## src/design/csit_consts.svh

```systemverilog
/*
  Indices, fields, reset values and divisors of the timer block.
  Assumes inclusion by bare name.
*/
`ifndef CSIT_CONSTS_SVH
`define CSIT_CONSTS_SVH

// Register indices (byte address is four times the index)
`define CSIT_IDX_TIMER_CLOCK_CONFIG   10'h031
`define CSIT_IDX_OSCILLATOR_CONTROL_0 10'h1E0
`define CSIT_IDX_RELOAD               10'h040
`define CSIT_IDX_COUNTER              10'h041
`define CSIT_IDX_IRQ_STATUS           10'h042
`define CSIT_IDX_IRQ_MASK             10'h043

// Reset values
`define CSIT_RST_TIMER_CLOCK_CONFIG   8'h8F
`define CSIT_RST_OSCILLATOR_CONTROL_0 8'h08
`define CSIT_RST_RELOAD               12'hFFF
`define CSIT_RST_MASK                 2'h0

// Field positions of oscillator_control_0
`define CSIT_SPEED_LSB   0
`define CSIT_SPEED_MSB   2
`define CSIT_SLEEP_LSB   3
`define CSIT_SLEEP_MSB   4
`define CSIT_NOBUZZ_BIT  5

// Field positions of timer_clock_config
`define CSIT_ISEL_LSB    0
`define CSIT_ISEL_MSB    1
`define CSIT_IDIV_LSB    2
`define CSIT_IDIV_MSB    3
`define CSIT_CSEL_LSB    4
`define CSIT_CSEL_MSB    5
`define CSIT_CDIV_LSB    6
`define CSIT_CDIV_MSB    7

// Source codes of the two timer clock select fields
`define CSIT_SRC_FAST    2'h0
`define CSIT_SRC_RSVD    2'h1
`define CSIT_SRC_SLOW    2'h2
`define CSIT_SRC_CAPT    2'h3

// Processor speed codes and the 24 MHz divisors they pick
`define CSIT_SPD_RSVD_A  3'h3
`define CSIT_SPD_RSVD_B  3'h7
`define CSIT_DIV_SPD0    8'h08
`define CSIT_DIV_SPD1    8'h04
`define CSIT_DIV_SPD2    8'h02
`define CSIT_DIV_SPD4    8'h10
`define CSIT_DIV_SPD5    8'h20
`define CSIT_DIV_SPD6    8'h80

// Sleep timer divisors of the 32768 Hz oscillator (512, 64, 8, 1 Hz)
`define CSIT_DIV_SLP0    16'h0040
`define CSIT_DIV_SLP1    16'h0200
`define CSIT_DIV_SLP2    16'h1000
`define CSIT_DIV_SLP3    16'h8000

// Fixed interval timer: 1024 us at a nominal 4 MHz capture clock
`define CSIT_FIXED_PERIOD_US 1024
`define CSIT_CAP_NOMINAL_MHZ 4

// Interrupt status bits
`define CSIT_IRQ_RELOAD  0
`define CSIT_IRQ_FIXED   1

`endif

```

## src/design/csit_pkg.sv

```systemverilog
/*
  Types of the timer block.
  Assumes nothing.
*/
package csit_pkg;
  typedef logic [1:0]  csit_sel_type;
  typedef logic [2:0]  csit_speed_type;
  typedef logic [11:0] csit_count_type;
endpackage

```

## src/design/csit_top.sv

```systemverilog
/*
  Clock select and interval timer: processor clock enable, sleep tick,
  detector override, capture and interval clocks, fixed timer and 12-bit
  reloading counter with interrupt, over APB.
  Assumes oscillator ticks and run flags are synchronous to mclk.
*/
// Behaviour
// RL1: Processor clock is the 24 MHz tick over a power-of-two divider.
// RL2: Speed 000,001,010,100,101,110 give 3,6,12,1.5,0.75,0.187 MHz; reset 000.
// RL3: Sleep codes 00 to 11 give a 512, 64, 8 or 1 Hz tick.
// RL4: No-buzz set keeps the reset detector on, clear lets duty gate it in sleep.
// RL5: Duty-cycle gating is independent of the sleep interval.
// RL6: Capture divider codes 00 to 11 divide by 2, 4, 6 or 8.
// RL7: Capture source 00 is 24 MHz, 10 is 32 kHz, 11 off, 01 reserved.
// RL8: Interval divider codes 00 to 11 divide by 1, 2, 3 or 4.
// RL9: Interval source 00 is 24 MHz, 10 is 32 kHz, 11 capture, 01 reserved.
// RL10: A source change applies only while old and new clocks run.
// RL11: Fixed timer counts 4096 capture ticks, 1024 us at 4 MHz.
// RL12: The 12-bit down counter reloads on the tick after zero.
// RL13: Each reload raises an interrupt.
// RL14: Software keeps reloads away from the two reload byte writes.
// RL15: Software rereads the counter until two readings agree on 32 kHz.
// RL16: Reserved speed or source codes leave the selection unchanged.
`timescale 1ns/1ps
`default_nettype none
`include "csit_consts.svh"

module csit_top #(
  parameter int ADDR_WIDTH   = 12,
  parameter int DUTY_WIDTH   = 12,
  parameter int FIXED_COUNT  = `CSIT_FIXED_PERIOD_US * `CSIT_CAP_NOMINAL_MHZ
) (
  // Clock and reset
  input  wire logic                  mclk,
  input  wire logic                  arst_n,
  // APB slave
  input  wire logic                  psel,
  input  wire logic                  penable,
  input  wire logic                  pwrite,
  input  wire logic [ADDR_WIDTH-1:0] paddr,
  input  wire logic [31:0]           pwdata,
  input  wire logic [3:0]            pstrb,
  output var  logic [31:0]           prdata,
  output var  logic                  pready,
  output var  logic                  pslverr,
  // Oscillator ticks and run flags
  input  wire logic                  fastOscTick,
  input  wire logic                  slowOscTick,
  input  wire logic                  fastOscRun,
  input  wire logic                  slowOscRun,
  // System status
  input  wire logic                  sleepActive,
  input  wire logic [1:0]            sleepDutySel,
  // Clock enables and status outputs
  output var  logic                  processorClkEn,
  output var  logic                  sleepTickEn,
  output var  logic                  porDetectEn,
  output var  logic                  captureClkEn,
  output var  logic                  intervalClkEn,
  output var  logic                  fixedTickEn,
  output var  logic                  irq
);
  import csit_pkg::*;

  // Reset images of the two 8-bit registers
  localparam logic [7:0] OSC_RST = `CSIT_RST_OSCILLATOR_CONTROL_0;
  localparam logic [7:0] TCC_RST = `CSIT_RST_TIMER_CLOCK_CONFIG;

  // Configuration registers
  csit_speed_type processorSpeed;
  csit_sel_type   sleepTimerSel;
  logic           noBuzz;
  csit_sel_type   captureDivSel;
  csit_sel_type   captureSrcReq;
  csit_sel_type   intervalDivSel;
  csit_sel_type   intervalSrcReq;
  csit_sel_type   captureSrc;
  csit_sel_type   intervalSrc;
  csit_count_type intervalReloadValue;
  csit_count_type intervalCounter;
  logic [1:0]     irqStatus;
  logic [1:0]     irqMask;

  // Bus decode
  logic [9:0]     regIndex;
  logic           access;
  logic           wrAccess;
  logic           rdAccess;
  logic           mapped;
  logic [31:0]    next_prdata;

  // Derived ticks and divisors
  logic [7:0]     speedDivisor;
  logic [15:0]    sleepDivisor;
  logic [3:0]     captureDivisor;
  logic [2:0]     intervalDivisor;
  logic           captureSrcTick;
  logic           intervalSrcTick;
  logic           captureRun;
  logic           reloadEvent;
  logic [DUTY_WIDTH-1:0] dutyCount;
  logic           dutyWindow;

  // Index of a register from its byte address
  function automatic logic [9:0] index_of(input logic [ADDR_WIDTH-1:0] addr);
    index_of = 10'(addr >> 2);
  endfunction

  // Whether a timer clock source code names a running clock
  function automatic logic source_runs(input csit_sel_type sel, input logic capRun);
    case (sel)
      `CSIT_SRC_FAST: source_runs = fastOscRun;
      `CSIT_SRC_SLOW: source_runs = slowOscRun;
      `CSIT_SRC_CAPT: source_runs = capRun;
      default:        source_runs = 1'b0;
    endcase
  endfunction

  // Tick of the selected oscillator, none for disabled or reserved codes
  function automatic logic source_tick(input csit_sel_type sel, input logic capTick);
    case (sel)
      `CSIT_SRC_FAST: source_tick = fastOscTick;
      `CSIT_SRC_SLOW: source_tick = slowOscTick;
      `CSIT_SRC_CAPT: source_tick = capTick;
      default:        source_tick = 1'b0;
    endcase
  endfunction

  // Decode of the current bus access
  assign regIndex = index_of(paddr);
  assign access   = psel && penable && pready;
  assign wrAccess = access && pwrite;
  assign rdAccess = access && !pwrite;
  assign mapped   = (regIndex == `CSIT_IDX_TIMER_CLOCK_CONFIG)
                 || (regIndex == `CSIT_IDX_OSCILLATOR_CONTROL_0)
                 || (regIndex == `CSIT_IDX_RELOAD)
                 || (regIndex == `CSIT_IDX_COUNTER)
                 || (regIndex == `CSIT_IDX_IRQ_STATUS)
                 || (regIndex == `CSIT_IDX_IRQ_MASK);

  // Read data multiplexer, reserved bits read zero
  always_comb begin
    next_prdata = 32'h0000_0000;
    case (regIndex)
      `CSIT_IDX_TIMER_CLOCK_CONFIG:
        next_prdata[7:0] = {captureDivSel, captureSrcReq, intervalDivSel, intervalSrcReq};
      `CSIT_IDX_OSCILLATOR_CONTROL_0:
        next_prdata[7:0] = {2'h0, noBuzz, sleepTimerSel, processorSpeed};
      `CSIT_IDX_RELOAD:     next_prdata[11:0] = intervalReloadValue;
      `CSIT_IDX_COUNTER:    next_prdata[11:0] = intervalCounter;
      `CSIT_IDX_IRQ_STATUS: next_prdata[1:0]  = irqStatus;
      `CSIT_IDX_IRQ_MASK:   next_prdata[1:0]  = irqMask;
      default:              next_prdata = 32'h0000_0000;
    endcase
  end

  // APB answer: no wait state, ready in the first access cycle
  always_ff @(posedge mclk or negedge arst_n) begin
    if (!arst_n) begin
      pready  <= 1'b0;
      pslverr <= 1'b0;
      prdata  <= 32'h0000_0000;
    end else begin
      pready  <= psel && !penable;
      pslverr <= psel && !penable && !mapped;
      prdata  <= (psel && !penable && !pwrite) ? next_prdata : 32'h0000_0000;
    end
  end

  // Oscillator control register writes
  always_ff @(posedge mclk or negedge arst_n) begin
    if (!arst_n) begin
      processorSpeed <= OSC_RST[`CSIT_SPEED_MSB:`CSIT_SPEED_LSB];
      sleepTimerSel  <= OSC_RST[`CSIT_SLEEP_MSB:`CSIT_SLEEP_LSB];
      noBuzz         <= OSC_RST[`CSIT_NOBUZZ_BIT];
    end else if (wrAccess && mapped && !pslverr && pstrb[0]
                 && regIndex == `CSIT_IDX_OSCILLATOR_CONTROL_0) begin
      sleepTimerSel <= pwdata[`CSIT_SLEEP_MSB:`CSIT_SLEEP_LSB];
      noBuzz        <= pwdata[`CSIT_NOBUZZ_BIT];
      // RL16: keep speed on reserved
      if (pwdata[`CSIT_SPEED_MSB:`CSIT_SPEED_LSB] != `CSIT_SPD_RSVD_A
          && pwdata[`CSIT_SPEED_MSB:`CSIT_SPEED_LSB] != `CSIT_SPD_RSVD_B) begin
        processorSpeed <= pwdata[`CSIT_SPEED_MSB:`CSIT_SPEED_LSB];
      end
    end
  end

  // Timer clock config register writes
  always_ff @(posedge mclk or negedge arst_n) begin
    if (!arst_n) begin
      captureDivSel  <= TCC_RST[`CSIT_CDIV_MSB:`CSIT_CDIV_LSB];
      captureSrcReq  <= TCC_RST[`CSIT_CSEL_MSB:`CSIT_CSEL_LSB];
      intervalDivSel <= TCC_RST[`CSIT_IDIV_MSB:`CSIT_IDIV_LSB];
      intervalSrcReq <= TCC_RST[`CSIT_ISEL_MSB:`CSIT_ISEL_LSB];
    end else if (wrAccess && pstrb[0] && regIndex == `CSIT_IDX_TIMER_CLOCK_CONFIG) begin
      captureDivSel  <= pwdata[`CSIT_CDIV_MSB:`CSIT_CDIV_LSB];
      intervalDivSel <= pwdata[`CSIT_IDIV_MSB:`CSIT_IDIV_LSB];
      // RL16: reserved source ignored
      if (pwdata[`CSIT_CSEL_MSB:`CSIT_CSEL_LSB] != `CSIT_SRC_RSVD) begin
        captureSrcReq <= pwdata[`CSIT_CSEL_MSB:`CSIT_CSEL_LSB];
      end
      if (pwdata[`CSIT_ISEL_MSB:`CSIT_ISEL_LSB] != `CSIT_SRC_RSVD) begin
        intervalSrcReq <= pwdata[`CSIT_ISEL_MSB:`CSIT_ISEL_LSB];
      end
    end
  end

  // Capture clock runs while its selected oscillator runs
  assign captureRun = (captureSrc != `CSIT_SRC_CAPT) && source_runs(captureSrc, 1'b0);

  // Effective sources follow requests only while both clocks run
  always_ff @(posedge mclk or negedge arst_n) begin
    if (!arst_n) begin
      captureSrc  <= TCC_RST[`CSIT_CSEL_MSB:`CSIT_CSEL_LSB];
      intervalSrc <= TCC_RST[`CSIT_ISEL_MSB:`CSIT_ISEL_LSB];
    end else begin
      // RL10: capture switch needs both clocks
      if (captureSrcReq != captureSrc && captureRun
          && (captureSrcReq == `CSIT_SRC_CAPT || source_runs(captureSrcReq, 1'b0))) begin
        captureSrc <= captureSrcReq;
      end
      // RL10: interval switch needs both clocks
      if (intervalSrcReq != intervalSrc && source_runs(intervalSrc, captureRun)
          && source_runs(intervalSrcReq, captureRun)) begin
        intervalSrc <= intervalSrcReq;
      end
    end
  end

  // RL2: speed code to divisor
  always_comb begin
    case (processorSpeed)
      3'h0:    speedDivisor = `CSIT_DIV_SPD0;
      3'h1:    speedDivisor = `CSIT_DIV_SPD1;
      3'h2:    speedDivisor = `CSIT_DIV_SPD2;
      3'h4:    speedDivisor = `CSIT_DIV_SPD4;
      3'h5:    speedDivisor = `CSIT_DIV_SPD5;
      3'h6:    speedDivisor = `CSIT_DIV_SPD6;
      default: speedDivisor = `CSIT_DIV_SPD0;
    endcase
  end

  // RL3: sleep code to divisor
  always_comb begin
    case (sleepTimerSel)
      2'h0:    sleepDivisor = `CSIT_DIV_SLP0;
      2'h1:    sleepDivisor = `CSIT_DIV_SLP1;
      2'h2:    sleepDivisor = `CSIT_DIV_SLP2;
      default: sleepDivisor = `CSIT_DIV_SLP3;
    endcase
  end

  // RL6: capture divisor 2, 4, 6, 8
  assign captureDivisor  = {1'b0, captureDivSel, 1'b0} + 4'h2;
  // RL8: interval divisor 1 to 4
  assign intervalDivisor = {1'b0, intervalDivSel} + 3'h1;

  // RL7: capture source tick, none when disabled
  assign captureSrcTick  = (captureSrc == `CSIT_SRC_CAPT) ? 1'b0
                         : source_tick(captureSrc, 1'b0);
  // RL9: interval source tick
  assign intervalSrcTick = source_tick(intervalSrc, captureClkEn);

  // RL1: processor clock from fast oscillator
  csit_divider #(.WIDTH(8)) uSpeedDiv (
    .clk     (mclk),
    .arst_n  (arst_n),
    .clear   (1'b0),
    .divisor (speedDivisor),
    .tickIn  (fastOscTick),
    .tickOut (processorClkEn)
  );

  // Sleep timer tick from slow oscillator
  csit_divider #(.WIDTH(16)) uSleepDiv (
    .clk     (mclk),
    .arst_n  (arst_n),
    .clear   (1'b0),
    .divisor (sleepDivisor),
    .tickIn  (slowOscTick),
    .tickOut (sleepTickEn)
  );

  // Capture clock prescaler
  csit_divider #(.WIDTH(4)) uCaptureDiv (
    .clk     (mclk),
    .arst_n  (arst_n),
    .clear   (1'b0),
    .divisor (captureDivisor),
    .tickIn  (captureSrcTick),
    .tickOut (captureClkEn)
  );

  // Interval clock prescaler
  csit_divider #(.WIDTH(3)) uIntervalDiv (
    .clk     (mclk),
    .arst_n  (arst_n),
    .clear   (1'b0),
    .divisor (intervalDivisor),
    .tickIn  (intervalSrcTick),
    .tickOut (intervalClkEn)
  );

  // RL11: fixed timer from capture clock
  csit_divider #(.WIDTH(13)) uFixedDiv (
    .clk     (mclk),
    .arst_n  (arst_n),
    .clear   (1'b0),
    .divisor (13'(FIXED_COUNT)),
    .tickIn  (captureClkEn),
    .tickOut (fixedTickEn)
  );

  // RL5: free-running duty counter on slow oscillator
  always_ff @(posedge mclk or negedge arst_n) begin
    if (!arst_n) begin
      dutyCount <= '0;
    end else if (slowOscTick) begin
      dutyCount <= dutyCount + DUTY_WIDTH'(1);
    end
  end

  // Duty window: one slow tick in 2^(6+2*sel)
  always_comb begin
    case (sleepDutySel)
      2'h0:    dutyWindow = (dutyCount[5:0] == 6'h00);
      2'h1:    dutyWindow = (dutyCount[7:0] == 8'h00);
      2'h2:    dutyWindow = (dutyCount[9:0] == 10'h000);
      default: dutyWindow = (dutyCount[11:0] == 12'h000);
    endcase
  end

  // RL4: no-buzz forces detector on
  always_ff @(posedge mclk or negedge arst_n) begin
    if (!arst_n) begin
      porDetectEn <= 1'b1;
    end else begin
      porDetectEn <= noBuzz || !sleepActive || dutyWindow;
    end
  end

  // RL14: reload bytes written per lane
  always_ff @(posedge mclk or negedge arst_n) begin
    if (!arst_n) begin
      intervalReloadValue <= `CSIT_RST_RELOAD;
    end else if (wrAccess && regIndex == `CSIT_IDX_RELOAD) begin
      if (pstrb[0]) begin
        intervalReloadValue[7:0] <= pwdata[7:0];
      end
      if (pstrb[1]) begin
        intervalReloadValue[11:8] <= pwdata[11:8];
      end
    end
  end

  // RL12: down counter reloads on the tick after zero
  assign reloadEvent = intervalClkEn && (intervalCounter == 12'h000);

  always_ff @(posedge mclk or negedge arst_n) begin
    if (!arst_n) begin
      intervalCounter <= `CSIT_RST_RELOAD;
    end else if (reloadEvent) begin
      intervalCounter <= intervalReloadValue;
    end else if (intervalClkEn) begin
      intervalCounter <= intervalCounter - 12'h001;
    end
  end

  // Interrupt mask register
  always_ff @(posedge mclk or negedge arst_n) begin
    if (!arst_n) begin
      irqMask <= `CSIT_RST_MASK;
    end else if (wrAccess && pstrb[0] && regIndex == `CSIT_IDX_IRQ_MASK) begin
      irqMask <= pwdata[1:0];
    end
  end

  // RL13: sticky status, read clears, set wins
  always_ff @(posedge mclk or negedge arst_n) begin
    if (!arst_n) begin
      irqStatus <= 2'h0;
    end else begin
      if (rdAccess && regIndex == `CSIT_IDX_IRQ_STATUS) begin
        irqStatus <= 2'h0;
      end
      if (reloadEvent) begin
        irqStatus[`CSIT_IRQ_RELOAD] <= 1'b1;
      end
      if (fixedTickEn) begin
        irqStatus[`CSIT_IRQ_FIXED] <= 1'b1;
      end
    end
  end

  // Level interrupt from unmasked status
  always_ff @(posedge mclk or negedge arst_n) begin
    if (!arst_n) begin
      irq <= 1'b0;
    end else begin
      irq <= |(irqStatus & irqMask);
    end
  end

endmodule

`default_nettype wire

```

## src/design/csit_divider.sv

```systemverilog
/*
  Enable divider: one pulse per divisor input ticks.
  Assumes tickIn is a one-cycle enable on clk.
*/
`timescale 1ns/1ps
`default_nettype none

module csit_divider #(
  parameter int WIDTH = 8
) (
  // Clock and reset
  input  wire logic             clk,
  input  wire logic             arst_n,
  // Control
  input  wire logic             clear,
  input  wire logic [WIDTH-1:0] divisor,
  input  wire logic             tickIn,
  // Divided enable
  output var  logic             tickOut
);

  logic [WIDTH-1:0] count;

  // Count input ticks, emit a pulse in the cycle after the last of each group
  always_ff @(posedge clk or negedge arst_n) begin
    if (!arst_n) begin
      count   <= '0;
      tickOut <= 1'b0;
    end else if (clear) begin
      count   <= '0;
      tickOut <= 1'b0;
    end else begin
      tickOut <= 1'b0;
      if (tickIn) begin
        if (count >= divisor - WIDTH'(1)) begin
          count   <= '0;
          tickOut <= 1'b1;
        end else begin
          count <= count + WIDTH'(1);
        end
      end
    end
  end

endmodule

`default_nettype wire

```

## config.mk

```make
export PLATFORM = sky130hd
export DESIGN_NAME = csit_top
export DESIGN_NICKNAME = d
export VERILOG_FILES = /design/src/design/csit_pkg.sv /design/src/design/csit_top.sv /design/src/design/csit_divider.sv
export VERILOG_INCLUDE_DIRS = /design/src /design/src/design
export SDC_FILE = /design/constraint.sdc
export NUM_CORES = 1
export LEC_CHECK = 0
export BUFFER_PORTS_ARGS = -buffer_cell sky130_fd_sc_hd__buf_2
export CORE_ASPECT_RATIO = 2
export CORE_UTILIZATION = 46
export CTS_CLUSTER_DIAMETER = 30
export DETAILED_ROUTE_END_ITERATION = 8
export GPL_ROUTABILITY_DRIVEN = 0
export PLACE_DENSITY_LB_ADDON = 0.15
export SKIP_LAST_GASP = 1
export SLEW_MARGIN = 10
export SYNTH_ARGS = -nofsm -noshare
export SYNTH_HDL_FRONTEND = slang
export SYNTH_SLANG_ARGS = --single-unit
```

## constraint.sdc

```tcl
create_clock -name mclk -period 7.7 [get_ports mclk]
set_input_delay 0.77 -clock mclk [delete_from_list [all_inputs] [get_ports mclk]]
set_output_delay 0.77 -clock mclk [all_outputs]
set_load 0.1 [all_outputs]
```

### Word level (Yosys, flattened, before mapping)

Index checks and enable logic that the tools add are counted.

| cells by class | value |
|---|---|
| equal/unequal tests | 30 |
| multiplexer cells | 34 |
| add/subtract/negate cells | 13 |
| reduce and logical (&&, ||, !) cells | 56 |
| bitwise logic cells | 1 |
| $lt $le $gt $ge | 5 |

Operators with widths:

| kind | count |
|---|---|
| $pmux 16 s3 | 1 |
| $eq 10x7->1 const B | 4 |
| $pmux 8 s5 | 1 |
| $mux 12 | 3 |
| $logic_not 12->1 | 2 |
| $pmux 6 s4 | 1 |
| $logic_and 1x1->1 | 23 |
| $eq 2x2->1 const B | 10 |
| $add 16x1->16 const B | 1 |
| $ge 16x16->1 | 1 |
| $mux 16 | 1 |
| $sub 16x1->16 const B | 1 |
| $add 13x1->13 const B | 1 |
| $ge 13x12->1 const B | 1 |
| $mux 1 | 13 |
| $mux 13 | 1 |
| $add 12x1->12 const B | 1 |
| $logic_not 2->1 | 6 |
| $pmux 1 s3 | 4 |
| $pmux 2 s6 | 1 |
| $sub 12x1->12 const B | 1 |
| $eq 10x6->1 const B | 1 |
| $eq 10x9->1 const B | 1 |
| $logic_not 10->1 | 1 |
| other kinds (34) | 58 |

| word-level totals | value |
|---|---|
| output and inout port bits | 41 |
| flip-flop bits (word level) | 123 |
| logic and storage cells | 170 |

### Logic depth before layout (Yosys ltp)

Gate-level depths: netlist of run 1.

| logic depth | value |
|---|---|
| depth after elaboration | 11 |
| mapped depth | 12 |

### Hierarchy

From an unflattened synthesis of run 1, not the netlist that was laid out.

| unflattened totals | value |
|---|---|
| cells, all modules | 862 |
| area, all modules | 8315.5 um^2 |

Modules (own cells, without submodules):

| module | cells an instance | sequential area each (um^2) | times used | area an instance (um^2) |
|---|---|---|---|---|
| csit_top | 377 | 1893.1 | 1 | 3900.0 |
| csit_divider (uSleepDiv) | 176 | 425.4 | 1 | 1587.8 |
| csit_divider (uFixedDiv) | 153 | 350.3 | 1 | 1337.5 |
| csit_divider (uSpeedDiv) | 88 | 225.2 | 1 | 784.5 |
| csit_divider (uCaptureDiv) | 39 | 125.1 | 1 | 399.1 |
| csit_divider (uIntervalDiv) | 29 | 100.1 | 1 | 306.5 |

### Least setup slack after synthesis of run 1

Ideal clock, no wire load.

| timing path | value |
|---|---|
| path type | reg2reg |
| start point | reg processorSpeed[1] |
| end point | reg uSpeedDiv.count[3] |
| period minus slack after synthesis | 2.974 ns |
| cell stages (with the launch flop) | 12 |
| setup slack | 4.726 ns |
| arrival | 2.858 ns |
| path through | dfrtp_1 nor2b_1 nand2b_1 ha_1 xor2_1 a22oi_1 ha_1 a21o_1 a21o_1 a221oi_1 nand2_1 o311ai_0 |

| between the ends | value |
|---|---|
| longest elaborated chain between the ends | 5 |
| elaborated cells on any way between the ends | 9 |
| classes of those cells | add/sub: 1; order compare: 1; eq/ne: 5; mux: 2 |

RTL lines:

| item | RTL line | RTL |
|---|---|---|
| start, declared | csit_top.sv:70 | `csit_speed_type processorSpeed;` |
| start signal, assigned | csit_top.sv:173 | `` processorSpeed <= OSC_RST[`CSIT_SPEED_MSB:`CSIT_SPEED_LSB]; `` |
| start signal, assigned | csit_top.sv:183 | `` processorSpeed <= pwdata[`CSIT_SPEED_MSB:`CSIT_SPEED_LSB]; `` |
| $eq 3x3->1 (tied with other cells) | csit_top.sv:232 | `case (processorSpeed)` |
| $pmux 8 s5 * | csit_top.sv:232 |  |
| $sub 8x1->8 * | csit_divider.sv:35 | `if (count >= divisor - WIDTH'(1)) begin` |
| $ge 8x8->1 * | csit_divider.sv:35 |  |
| $mux 8 * | csit_divider.sv:35 |  |
| end signal, assigned | csit_divider.sv:39 | `count <= count + WIDTH'(1);` |
| end, declared | csit_divider.sv:22 | `logic [WIDTH-1:0] count;` |

Mark *: on every way between the ends. The rest lies on a longest branch, timed or not.
A chain may end at the register's enable or synchronous reset.

### Worst setup path after layout of run 1

Ends and elaborated chain as after synthesis.

==> results of run 1 <==
## registers in the layout, summed over array words and instances, names as in the netlist, 4 cells and up
signal	count
intervalCounter	12
uSpeedDiv.count	8
dutyCount	12
uSleepDiv.count	16
uCaptureDiv.count	4
prdata	12
intervalReloadValue	12
uFixedDiv.count	13
## worst paths after layout
kind / slack (ns) / end
max: 4.20 / uSpeedDiv.count[3]
min: 0.48 / dutyCount[6]
max reg2reg: 4.20 / uSpeedDiv.count[3]
min reg2reg: 0.49 / dutyCount[11]
max in group asynchronous: 5.98 / uCaptureDiv.count[0]
min in group mclk: 0.49 / dutyCount[11]
## logic make-up after synthesis
| logic type | after synthesis | share of synthesized area [%] |
|---|---|---|
| buffers and inverters | 75 | 5.49 |
| AO/OA/AOI/OAI | 125 | 12.3 |
| AND/OR/NAND/NOR | 246 | 18.5 |
| adder cells (fa/ha/maj) | 29 | 5.49 |
| multiplexers | 40 | 7.06 |
| flip-flops | 123 | 47.2 |
| other | 1 | 0.0568 |
| XOR/XNOR | 29 | 3.84 |
## layout by cell type (no fill, tap or decap), types with 17 or more instances in the layout
master | netlist | routed
buf_2 | 2 | 55
mux2_2 | 24 | 24
nor2_1 | 67 | 67
clkbuf_16 | 0 | 17
nand3_1 | 34 | 34
conb_1 | 1 | 20
dfstp_2 | 33 | 33
nand2_1 | 50 | 50
dfrtp_1 | 90 | 90
inv_1 | 38 | 38
o21ai_0 | 39 | 39
ha_1 | 29 | 29
## per-layer routing
layer	vias to the layer above	part of all wire (%)	track usage, %
li1	2459	-	-
met1	2463	38	21.5
met2	86	57	42.8
met3	19	2.6	4.13
met4	0	2.5	8.62
met5	-	0	0
## per-stage QoR
| step | std cells | cell area (um2) |
|---|---|---|
| after CTS | 930 | 7630 |
| after global routing | 930 | 7630 |
| after detailed placement | 898 | 7000 |
| after floorplan | 687 | 6680 |
| final | 930 | 7630 |
| after global placement | 898 | 7000 |
## cell type report
type	count	area, um2
multi-input cells	489	3200
flip-flops and latches	123	3120
clock buffers	18	429
fillers	1288	6340
clock inverters	14	196
well taps	189	236
repair buffers	59	305
inverters	38	143
## power by group through the flow
stage / Sequential (W) / Combinational, W / Clock (W)
2_1_floorplan: 0.000929 / 0.000325 / 0
3_3_place_gp: 0.000911 / 0.000444 / 0
3_5_place_dp: 0.000917 / 0.000460 / 0
4_1_cts: 0.000908 / 0.000463 / 0.000857
5_1_grt: 0.000928 / 0.000517 / 0.000889
6_report: 0.000908 / 0.000458 / 0.000842
==> reports/results.ini, run 1 <==
[worst_setup_path]
critPathBufInv = 0
crit_cells = 11
type_of_element_launching_the_critical_path = register
worst-endpoint-arrival_ns = 3.78
critical_path.max_stage_delay_ns = 0.66
critical_path.max_fanout = 7
worst_r2r_path_depth = 11
launch_point_of_the_worst_reg_to_reg_path = processorSpeed[1]
critPathCaptureType = register
timing.critical_path.max_delay_family = compound AO/OA/AOI/OAI gates
timing.setup.critical_path_class = register to register
timing.critical_path.required_ns = 7.98
timing.critical_path.slowest_stage_cell = a221oi_1
startpoint = processorSpeed[1]
critical_path.cell_chain = nor2b_1, nand2b_1, ha_1, xor2_1, a22oi_1, ha_1, a21o_1, a21o_1, a221oi_1, nand2_1, o311ai_0

[global_route]
grt_first_pass_wirelength_um = 24700
antenna_found_initial = 0
number_of_global_route_vias_before_repair = 5210
global_route.overflow_total = 0
grt_max_degree = 69
grt.total_usage_pct = 21.7

[routing]
vias = 5027
drt-wirelength-per-cell_um = 15.9
finalWirelength_um = 14800
drt_pass1_iterations = 4
route.detailed.drc = 0
vias_per_cell = 5.41
drt_iter0_drcs = 197
ant_nets = 0

[timing]
worst_slack_ns = 4.20
period_needed_ns = 3.50
maxSlewViolCount = 0
final_setup_violation_count = 0
maximum_clock_frequency_mhz = 286
worst-slew-pin-transition_ns = 0.862
timing_hold_violations_final = 0
finalHoldWorstSlack_ns = 0.480
fin_tns_setup_ns = 0
skew_ns = 0.00705
layout_worst_path_cycle_share_pct = 45.5
rsz_0062_raised_after_global_routing = no
worst_slew_margin_rel_pct = 42.5

[worst_hold_path]
hold_path.class = input port to async pin

[floorplan]
ioPinCount = 101
die_width_um = 86.7
floorplan.die_area_um2 = 14900
floorplan.core_area_um2 = 14000
die_height_um = 171
floorplan.initialDensity_pct = 47.3
placementRows = 61

[synthesis]
yosysWarnings = 0
post_synthesis_instance_area_um2 = 6610
synth.lib_cells_used.distinct = 64
synth-edff-count = 0
syn_inst = 668
synth_async_sr_flop_share_pct = 100
syn_avg_cell_area_um2 = 9.89
ys_seq_elements = 123
synth_sequential_area_ratio_pct = 47.2
synth_most_common_cell = dfrtp_1
top_cells_by_count_synth = dfrtp_1, nor2_1, nand2_1
netlist.top_cell.by_area = dfrtp_1
synth_area_leaders = dfrtp_1, dfstp_2, ha_1, mux2_2, nor2_1
yosys.area.top_type_share_pct = 34.1
postSynth.topFlopCell = dfrtp_1

[cts]
clk_pin_slew_worst_paths_ns = 0.06
number_of_setup_buffers_added_after_cts = 0
clock_tree_from_tritoncts = built
htree_num_levels = 4
cts_hold_buf = 0
cts.sink_count = 123
cts-resized-gates = 0
number_of_cts_inserted_buffers = 17
max-clock-path-buffers = 2
clock_latency_ns = 0.41
clk_root_buffer_cell = clkbuf_16

[job]
maxCapViolations = 0

[finish]
fin_nets = 817
area_growth_syn_to_layout_pct = 15.4
num_antenna_cells = 0
postLayoutCoreUtil_pct = 54.6
drive_above_1_share_pct = 21.6

[pwr]
p_clk_share_pct = 38.1
intPower_w = 0.00148
cellPowerDensity_nw_per_um2 = 290
worst_ir_drop_vdd_mv = 0.141
power_switching_w = 0.000725
sw_frac_of_total_pct = 32.8
finalPower_w = 0.00221
share_seq_of_total_power_pct = 41.1
cellLeakagePower_nw = 3.52
combinationalPowerShare_pct = 20.7

[place]
place.detailed.hpwl_um = 11000
io_buffer_count = 56
pre_cts_slack_ns = 4.25

[outcome]
run_status = complete, no violations

No activity file was read; power rests on OpenSTA's default activity.
==> run 2, diff against run 1 <==
==> constraint.sdc (replaced) <==
create_clock -name mclk -period 3.42 [get_ports mclk]
set_input_delay 0.342 -clock mclk [delete_from_list [all_inputs] [get_ports mclk]]
set_output_delay 0.342 -clock mclk [all_outputs]
set_load 0.1 [all_outputs]
==> run 2 against run 1 <==
  * Highest routed layer unchanged
  * Largest cell class unchanged
  * Flip-flop and latch count is the same
  * Cell count grew 0.32%
  * Die area is the same
  * Power grew 120%
  * Critical path type unchanged
  * Clock skew is essentially flat
  * Combinational power grew 130%
  * Non-clock buffer count grew 3
  * Worst setup slack lost 3.8 ns
==> reports/results.ini, run 2 (synthesized netlist as in run 1, its figures left out) <==
[outcome]
run_status = complete, no violations

[cts]
number_of_cts_inserted_buffers = 17
number_of_setup_buffers_added_after_cts = 0
cts_hold_buf = 0
clk_root_buffer_cell = clkbuf_16
clock_tree_from_tritoncts = built
cts.sink_count = 123
clock_latency_ns = 0.42
max-clock-path-buffers = 2
htree_num_levels = 4
cts-resized-gates = 0
clk_pin_slew_worst_paths_ns = 0.06

[routing]
ant_nets = 0
drt_iter0_drcs = 290
finalWirelength_um = 15100
vias = 5119
vias_per_cell = 5.49
drt_pass1_iterations = 5
route.detailed.drc = 0
drt-wirelength-per-cell_um = 16.2

[worst_setup_path]
crit_cells = 11
worst_r2r_path_depth = 11
timing.critical_path.slowest_stage_cell = dfrtp_1
r2r_end = uSpeedDiv.count[4]
launch_point_of_the_worst_reg_to_reg_path = processorSpeed[1]
timing.setup.critical_path_class = register to register
critical_path.max_fanout = 7
timing.reg2reg.setup_slack_ns = 0.36
critical_path.max_stage_delay_ns = 0.45
critical_path.cell_chain = nor2b_2, nand2b_1, ha_1, xor2_1, a22oi_1, ha_1, a21o_1, a21o_1, a221oi_1, nand2_1, o311ai_0
critPathCapture = uSpeedDiv.count[4]
worst-endpoint-arrival_ns = 3.35
critPathBufInv = 0
type_of_element_launching_the_critical_path = register
timing.critical_path.max_delay_family = compound AO/OA/AOI/OAI gates
timing.critical_path.required_ns = 3.71
critPathCaptureType = register
startpoint = processorSpeed[1]

[global_route]
number_of_global_route_vias_before_repair = 5227
grt.total_usage_pct = 22.2
grt_first_pass_wirelength_um = 25300
met1_global_route_usage_pct = 22.6
global_route.overflow_total = 0
grt_max_degree = 69
grtUsageMet2_pct = 42.7
global_route.peak_usage_layer = met2
gr-usage-met3_pct = 3.89
antenna_found_initial = 0

[finish]
fin_nets = 820
top_regs = uSleepDiv.count x16, uFixedDiv.count x13
num_antenna_cells = 0
layout.cells.most_common_list = dfrtp_1, nor2_1, buf_2
area_growth_syn_to_layout_pct = 14.9
filler_cell_count = 1277
registers.top_by_ff_count = uSleepDiv.count
largest_register_ffs = 16
final_common_cell = dfrtp_1
drive_above_1_share_pct = 22.2

[timing]
skew_ns = 0.00683
worst-slew-pin-transition_ns = 0.855
fin_tns_setup_ns = 0
worst_slack_ns = 0.358
worst_slew_margin_rel_pct = 43.0
rsz_0062_raised_after_global_routing = no
maximum_clock_frequency_mhz = 327
final_setup_violation_count = 0
layout_worst_path_cycle_share_pct = 89.5
period_needed_ns = 3.06
timing_hold_violations_final = 0
maxSlewViolCount = 0

[floorplan]
floorplan.die_area_um2 = 14900
floorplan.initialDensity_pct = 47.3
floorplan.core_area_um2 = 14000
ioPinCount = 101
placementRows = 61
die_width_um = 86.7
die_height_um = 171

[place]
place.detailed.hpwl_um = 11400
pre_cts_slack_ns = 0.329
io_buffer_count = 56

[worst_hold_path]
hold_path.class = input port to async pin

[pwr]
cellLeakagePower_nw = 3.51
cellPowerDensity_nw_per_um2 = 636
worst_ir_drop_vdd_mv = 0.333

[job]
maxCapViolations = 0

run 2: cell count changes in the layout (fill, tap and decap cells not counted), sizes merged:
cell / before / now
bufinv: 4 / 1
clkbuf: 18 / 17
buf: 59 / 62
clkinvlp: 3 / 4
inv: 40 / 43
run 2: worst min-delay path by stage:
stage                           startpoint            endpoint  cells after the start
detailed placement  intervalReloadValue[1]  intervalCounter[1]                      2
global route                        arst_n          irqMask[0]                      1
CTS                                 arst_n          irqMask[0]                      1
floorplan                           arst_n    captureDivSel[0]                      0
finish                              arst_n          irqMask[1]                      1
global placement             dutyCount[11]       dutyCount[11]                      1
run 2: through the flow:
stage	hold slack [ns]	total power [W]	std cells	utilization [%]	area, um2
2_1_floorplan	0.0464	0.00282	687	-	6680
3_3_place_gp	0.460	0.00307	901	50.3	7020
3_5_place_dp	0.488	0.00313	901	50.3	7020
4_1_cts	0.0628	0.00486	933	54.3	7590
5_1_grt	0.107	0.00511	933	54.4	7590
6_report	0.0342	0.00483	933	54.4	7590
run 2: routing by layer:
metal  up-vias  wire, um
met5         -         0
met4         0       430
met3        30       500
met2       128      8560
met1      2497      5640
li1       2464         -
run 2: final cells by class:
type	instances	area, um2	share of cell area, %
Multi-Input combinational cell	489	3200	42.1
Inverter	38	143	1.88
Clock buffer	17	425	5.60
Sequential cell	123	3120	41.1
Tap cell	189	236	3.11
Timing Repair Buffer	62	328	4.32
Clock inverter	15	143	1.88
run 2: where the power goes:
group | leakage, nW | switching (W) | total, W | internal, W
Clock | 0.269 | 0.000712 | 0.00172 | 0.00101
Sequential | 1.54 | 0.000305 | 0.00205 | 0.00174
Combinational | 1.70 | 0.000668 | 0.00106 | 0.000394
